File: src/inc/csvc_pkg.sv
// package for the comparator sync, gate select and voltage reference control block
package csvc_pkg;
    // ****************************************
    // register map
    // ****************************************
    localparam logic [1:0] CSVC_ADDR_GATE_SYNC = 2'h0; // comparator_gate_sync_config
    localparam logic [1:0] CSVC_ADDR_VREF = 2'h1; // voltage_reference_control
    localparam logic [1:0] CSVC_ADDR_STATUS = 2'h2; // read-only live state

    // ****************************************
    // field positions
    // ****************************************
    localparam int CSVC_SYNC_BIT = 0;
    localparam int CSVC_GSS_BIT = 1;
    localparam int CSVC_VREF_POWER_ON_BIT = 7;
    localparam int CSVC_VRR_BIT = 5;
    localparam int CSVC_VR_LSB = 0;

    // ****************************************
    // reset values and masks
    // ****************************************
    localparam logic [7:0] CSVC_GATE_SYNC_RST = 8'h02;
    localparam logic [7:0] CSVC_VREF_RST = 8'h00;
    localparam logic [7:0] CSVC_GATE_SYNC_MASK = 8'h03;
    localparam logic [7:0] CSVC_VREF_MASK = 8'haf;

    // ****************************************
    // ladder arithmetic: reference = num / den of the ladder top
    // ****************************************
    localparam logic [5:0] CSVC_LOW_DEN = 6'h18; // 24 steps
    localparam logic [5:0] CSVC_HIGH_DEN = 6'h20; // 32 steps
    localparam logic [5:0] CSVC_HIGH_BASE = 6'h08; // one quarter of 32

    typedef struct packed {
        logic [1:0] addr;
        logic [7:0] wdata;
        logic wr;
        logic rd;
    } csvc_bus_t;

    typedef struct packed {
        logic power_on;
        logic range_low;
        logic [3:0] level_code;
        logic [5:0] num;
        logic [5:0] den;
        logic clamp_gnd;
    } csvc_vref_t;
endpackage : csvc_pkg

File: src/rtl/csvc_top.sv
// comparator to gated counter sync, gate source select and voltage reference control
`timescale 1ns/100ps
module csvc_top
    import csvc_pkg::*;
(
    input wire logic clk,
    input wire logic rst,
    input wire csvc_pkg::csvc_bus_t bus,
    output logic [7:0] rdata,
    input wire logic cnt_clk_src,
    input wire logic prescaler_out,
    input wire logic prescale_on,
    input wire logic counter_on,
    input wire logic gating_en,
    input wire logic cmp_out,
    input wire logic counter_gate_pin,
    output logic counter_gate,
    output logic counter_inc,
    output csvc_pkg::csvc_vref_t vref
);
    import csvc_pkg::*;

    // ****************************************
    // state
    // ****************************************
    typedef struct packed {
        logic cmp_out_sync_sel;
        logic gate_source_select;
        logic vref_power_on;
        logic vref_range_low;
        logic [3:0] vref_level_code;
        logic cnt_clk_d;
        logic cmp_latch;
        logic [7:0] rdata;
    } csvc_state_t;

    csvc_state_t st_r;
    csvc_state_t st_nxt;
    logic tick_clk;
    logic fall_edge;
    logic rise_edge;
    logic cmp_path;

    // reference fraction; ladder numerator over denominator keeps analog side simple
    function automatic logic [5:0] csvc_num(input logic lo, input logic [3:0] code);
        csvc_num = lo ? {2'h0, code} : CSVC_HIGH_BASE + {2'h0, code};
    endfunction : csvc_num

    // ****************************************
    // counter clock edges
    // ****************************************
    // the prescaled clock feeds the latch whenever the prescaler is in use
    assign tick_clk = prescale_on ? prescaler_out : cnt_clk_src;
    assign fall_edge = st_r.cnt_clk_d & ~tick_clk;
    assign rise_edge = ~st_r.cnt_clk_d & tick_clk;
    // counting on the rising edge while the latch moves only on the falling one
    assign counter_inc = rise_edge & counter_on & counter_gate;

    // ****************************************
    // gate path
    // ****************************************
    // unsynced path is combinational, so a mid-increment toggle can drop a count
    assign cmp_path = st_r.cmp_out_sync_sel ? st_r.cmp_latch : cmp_out;
    always_comb begin
        if (!counter_on || !gating_en) begin
            counter_gate = 1'b1; // ungated counting
        end else if (st_r.gate_source_select) begin
            counter_gate = counter_gate_pin;
        end else begin
            counter_gate = cmp_path;
        end
    end

    // ****************************************
    // reference outputs
    // ****************************************
    always_comb begin
        vref.power_on = st_r.vref_power_on;
        vref.range_low = st_r.vref_range_low;
        vref.level_code = st_r.vref_level_code;
        vref.num = csvc_num(st_r.vref_range_low, st_r.vref_level_code);
        vref.den = st_r.vref_range_low ? CSVC_LOW_DEN : CSVC_HIGH_DEN;
        vref.clamp_gnd = ~st_r.vref_power_on & st_r.vref_range_low
            & (st_r.vref_level_code == 4'h0);
    end

    // ****************************************
    // next state
    // ****************************************
    always_comb begin
        st_nxt = st_r;
        st_nxt.cnt_clk_d = tick_clk;
        // latch holds between falling edges
        if (fall_edge) begin
            st_nxt.cmp_latch = cmp_out;
        end
        if (bus.wr) begin
            unique case (bus.addr)
                CSVC_ADDR_GATE_SYNC: begin
                    st_nxt.cmp_out_sync_sel = bus.wdata[CSVC_SYNC_BIT];
                    st_nxt.gate_source_select = bus.wdata[CSVC_GSS_BIT];
                end
                CSVC_ADDR_VREF: begin
                    st_nxt.vref_power_on = bus.wdata[CSVC_VREF_POWER_ON_BIT];
                    st_nxt.vref_range_low = bus.wdata[CSVC_VRR_BIT];
                    st_nxt.vref_level_code = bus.wdata[CSVC_VR_LSB +: 4];
                end
                default: begin
                end
            endcase
        end
        st_nxt.rdata = 8'h00;
        if (bus.rd) begin
            unique case (bus.addr)
                CSVC_ADDR_GATE_SYNC: begin
                    st_nxt.rdata = {6'h00, st_r.gate_source_select, st_r.cmp_out_sync_sel};
                end
                CSVC_ADDR_VREF: begin
                    st_nxt.rdata = {st_r.vref_power_on, 1'b0, st_r.vref_range_low, 1'b0,
                        st_r.vref_level_code};
                end
                CSVC_ADDR_STATUS: begin
                    st_nxt.rdata = {5'h00, counter_gate, cmp_path, st_r.cmp_latch};
                end
                default: begin
                    st_nxt.rdata = 8'h00; // unmapped reads zero
                end
            endcase
        end
    end

    // state register; latch clears on reset
    always_ff @(posedge clk or posedge rst) begin
        if (rst) begin
            st_r.cmp_out_sync_sel <= CSVC_GATE_SYNC_RST[CSVC_SYNC_BIT];
            st_r.gate_source_select <= CSVC_GATE_SYNC_RST[CSVC_GSS_BIT];
            st_r.vref_power_on <= CSVC_VREF_RST[CSVC_VREF_POWER_ON_BIT];
            st_r.vref_range_low <= CSVC_VREF_RST[CSVC_VRR_BIT];
            st_r.vref_level_code <= CSVC_VREF_RST[3:0];
            st_r.cnt_clk_d <= 1'b0;
            st_r.cmp_latch <= 1'b0;
            st_r.rdata <= 8'h00;
        end else begin
            st_r <= st_nxt;
        end
    end

    assign rdata = st_r.rdata;
endmodule : csvc_top

File: config.mk
export PLATFORM = sky130hd
export DESIGN_NAME = csvc_top
export DESIGN_NICKNAME = d
export VERILOG_FILES = /design/src/inc/csvc_pkg.sv /design/src/rtl/csvc_top.sv
export SDC_FILE = /design/constraint.sdc
export NUM_CORES = 1
export LEC_CHECK = 0
export BUFFER_PORTS_ARGS = -buffer_cell sky130_fd_sc_hd__buf_2
export CAP_MARGIN = 20
export CORE_MARGIN = 1
export CORE_UTILIZATION = 35
export DETAILED_ROUTE_END_ITERATION = 16
export HOLD_SLACK_MARGIN = 0.08
export PLACE_DENSITY_LB_ADDON = 0.3
export RECOVER_POWER = 50
export SLEW_MARGIN = 20
export SYNTH_ARGS = -nofsm -noshare
export SYNTH_HDL_FRONTEND = slang
export SYNTH_SLANG_ARGS = --single-unit
File: constraint.sdc
create_clock -name clk -period 1.3 [get_ports clk]
set_clock_uncertainty 0.2 [all_clocks]
set_input_delay 0 -clock clk [delete_from_list [all_inputs] [get_ports clk]]
set_output_delay 0 -clock clk [all_outputs]
set_load 0.02 [all_outputs]
# --- Yosys cells after proc, flatten, opt, wreduce, memory -nomap -nowiden ---
# Index checks and enable logic that the tools add are counted.
# Widths: inputs -> output; s select.
word_totals:
  ff_bits: 18
  input_bits: 21
  word_cells: 35
op_classes:
  add_sub_neg: 1
  eq_ne: 2
  n_mux: 8
  n_bitwise: 9
  reduce_logical: 7
op_table:
  columns: ["op", "n"]
  rows:
  - ["$pmux 8 s3", 1]
  - ["$mux 8", 1]
  - ["$and 1x1->1", 6]
  - ["$mux 6", 1]
  - ["$add 4x4->5 const A", 1]
  - ["$mux 5", 1]
  - ["$logic_not 4->1", 1]
  - ["$mux 1", 4]
  - ["$reduce_and 2->1", 2]
  - ["$not 1->1", 3]
  - ["$eq 2x1->1 const B", 1]
  - ["$eq 2x2->1 const B", 1]
  - ["$logic_not 1->1", 2]
  - ["$logic_not 2->1", 1]
  - ["$logic_or 1x1->1", 1]

# --- Logic depth before layout (Yosys ltp) ---
depth:
  word_depth: 5
  depth_mapped: 3
  mapped_depth_nobuf: 3

# --- Worst setup path after synthesis ---
# OpenSTA, ideal clock, no wires.
synth_timing:
  kind: "reg-to-output"
  start: "register st_r[17] (netlist name)"
  end: "output port counter_inc"
  arrival_ps: 1378
  required_ps: 1100
  slack_ps: -278
  path_stages_with_launch: 4
  n_path_buf: 0
  cell_sequence: "dfrtp_1 mux2i_1 or2_1 a2111oi_2"
synth_between:
  elab_chain_len: 4
synth_lines:
  columns: ["element", "line", "rtl"]
  rows:
  - ["start: declaration", "csvc_top.sv:37", "csvc_state_t st_r;"]
  - ["start signal: assignment", "csvc_top.sv:144", "st_r <= st_nxt;"]
  - ["$mux 1", "csvc_top.sv:63", "assign cmp_path = st_r.cmp_out_sync_sel ? st_r.cmp_latch : cmp_out;"]
  - ["$mux 1", "csvc_top.sv:67", "end else if (st_r.gate_source_select) begin"]
  - ["$mux 1", "csvc_top.sv:65", "if (!counter_on || !gating_en) begin"]
  - ["$and 1x1->1", "csvc_top.sv:57", "assign counter_inc = rise_edge & counter_on & counter_gate;"]
  - ["end: declaration", "csvc_top.sv:18", "output logic counter_inc,"]
# No other way between the ends.

# --- Worst setup path in the final report ---
# Same ends and word-level chain as after synthesis.

==> results_dict.tcl <==
set metrics [dict create \
    cp_slowest_cell "dfrtp_1" \
    violations "negative hold slack, negative setup slack" \
    cp_num_buf_inv 1 \
    synthTopCellsByArea "dfrtp_1, buf_4, mux2_2" \
    worstSetupStartpointType "flop" \
    cpPeakStageDelay_ps 410 \
    multi_input_comb_area_um2 392 \
    cpLargestDelayFamily "flip-flops" \
    grt_usage 0.148 \
    dp_cells 146 \
    yosys.area.top_type "dfrtp_1" \
    synthMostInstantiatedCell "buf_4" \
    numClockSinks 16 \
    synth_commonest_cells "buf_4, dfrtp_1, mux2_2" \
    diodes 0 \
    cts_max_path_buffers 2 \
    coreArea_um2 2450 \
    cp_max_fo 2 \
    cp.arrival_ps 1590 \
    postSynth.asyncResetShare 1.00 \
    nFillCells 211 \
    grt_pass1_vias 630 \
    cts_buffers 3 \
    relSlewSlack 0.620 \
    area_delta_synth_final_pct 53.5 \
    synth_edf_count 0 \
    routed_via_density 4.25 \
    status "complete, but fails checks" \
    die-area_um2 2780 \
    vias 723 \
    antenna_found_initial 0 \
    htree_levels 1 \
    synth_mux_area_frac 0.157 \
    worst_slack_ps -487 \
    powerDensity_nw_per_um2 1200 \
    root_buffer "clkbuf_4" \
    clock_latency_ps 280 \
    final_cell_count_no_fill 170 \
    drv_slew 0 \
    max-vdd-ir-drop_mv 0.950 \
    io-pin-count 50 \
    synth_cell_types 25 \
    setup_viol 8 \
    synthCells 82 \
    synth_compound_area_frac 0.0472 \
    hold_viol 1 \
    fp.dieW_um 52.8 \
    ff_latch_area_um2 403 \
    drive_gt1_frac 0.550 \
    netlist_area_um2 902 \
    synth-simple-area-share 0.125 \
    drt_iter0_drc 6 \
    worstHoldPathType "input port to flop" \
    die_y_um 52.8 \
    grt_max_degree 17 \
    cap_violations 0 \
    clk_pin_slew_ps 90 \
    crit_type "flop to primary output" \
    drtAntennaViolNets 0 \
    detail_route.wl_per_cell_um 11.4 \
    synth-seq-cells 16 \
    synth_top_family_by_area "buffers and inverters" \
    fin_nets 163 \
    p_leak_uw 0.000688 \
    num_rows 18 \
    rsz0062_at_grt "yes" \
    grt-ovfl-total 0 \
    synth_xor_area_frac 0 \
    start_util 0.367 \
    grt_pass1_wl_mm 2.88 \
    synth_fa_ha_area_frac 0.0139 \
    period_share 1.37 \
    port_buffers 41 \
    place_congestion 0.746 \
    tightest_slew_ps 569 \
    totalPowerFinal_uw 1670 \
    crit_chain "mux2i_2, or2_4, a2111oi_4, buf_4" \
    synth_ff_type "dfrtp_1" \
    final.min_clock_period_ps 1790 \
    ys_warn_count 0 \
    drt_wl_total_mm 1.94 \
    fin_setup_tns_ps -1570 \
    whs_ps -0.879 \
    required_ps 1100 \
    max_freq_mhz 560 \
    avgSynthCellArea_um2 11.0 \
    critPathCaptureType "primary output" \
    first_pass_iters 4 \
    drc 0 \
    cts_tree "done" \
    ys_seq_area_frac 0.445 \
    synth_top_area_frac 0.416 \
]
what timing repair did:
| item | CTS | global route |
|---|---|---|
| hold endpoints to repair | 32 | 5 |
| gates resized for setup | 9 | 13 |
| setup endpoints to repair | 6 | 9 |
| pin swaps | 1 | 3 |
| hold buffers | 14 | 3 |
| gates cloned | 0 | 0 |
| buffers inserted | 1 | 4 |
cell families (layout without fill, tap and decap cells):
group,after synthesis,in the layout
compound gates,5,5
mux,13,13
flops,16,16
simple gates,19,19
buf+inv,27,80
other cells,1,6
fa+ha+maj,1,1
layer usage:
| layer | GRT usage | up-vias | part of all wire |
|---|---|---|---|
| met2 | 0.253 | 25 | 0.51 |
| met3 | 0.0261 | 2 | 0.050 |
| met1 | 0.178 | 331 | 0.44 |
| met4 | 0.0658 | 0 | 0.0072 |
| met5 | 0 | - | 0 |
| li1 | - | 365 | - |
sequential cells by signal, indices dropped and copies added (netlist names):
register  count
st_r          4
vref          6
rdata         6
where the power goes:
part           internal (µW)  leakage (µW)  switching [µW]
combinational            363      0.000470             355
sequential               572      0.000197            57.3
clock                    170     0.0000210             151
worst reg2reg max path, cell delays in order (launching register included):
cell	delay, ps
dfrtp_1	410
mux2i_2	170
buf_4	140
or4b_1	460
o211ai_1	90
through the flow:
stage / util / area (µm²) / worst slack, ps
final: 0.564 / 1390 / -487
after global routing: 0.564 / 1390 / -593
after CTS: 0.535 / 1310 / -485
after detailed placement: 0.447 / 1100 / -179
after global placement: 0.447 / 1100 / -148
after floorplan: - / 945 / -97.7
layout by cell type, fill, tap and decap left out, types with 2 or more instances in the layout:
master,n
and2_1,2
and3_1,3
buf_2,29
buf_4,15
buf_6,6
clkbuf_1,7
clkbuf_4,3
conb_1,6
dfrtp_1,14
dlygate4sd3_1,15
inv_1,3
mux2_2,9
mux2i_1,3
nand2_1,3
nand2_2,2
cell type report:
class	instances	area share
Timing Repair Buffer	72	0.362
Sequential cell	16	0.291
Multi-Input combinational cell	44	0.283
Tap cell	30	0.0271
Clock buffer	4	0.0262
Inverter	4	0.0108
worst paths after layout:
path | start | endpoint | slack [ps] | cells past startpoint
worst min-delay path | counter_gate_pin | rdata[2] | -0.9 | 4
worst max-delay path | st_r[17] | counter_inc | -490 | 4
worst min register to register | vref[18] | vref[18] | 420 | 2
max in group asynchronous | rst | vref[16] | 380 | 3
min in group asynchronous | rst | rdata[1] | 110 | 3
worst max register to register | st_r[17] | rdata[2] | -240 | 4
No activity file was read; power rests on OpenSTA's default activity.
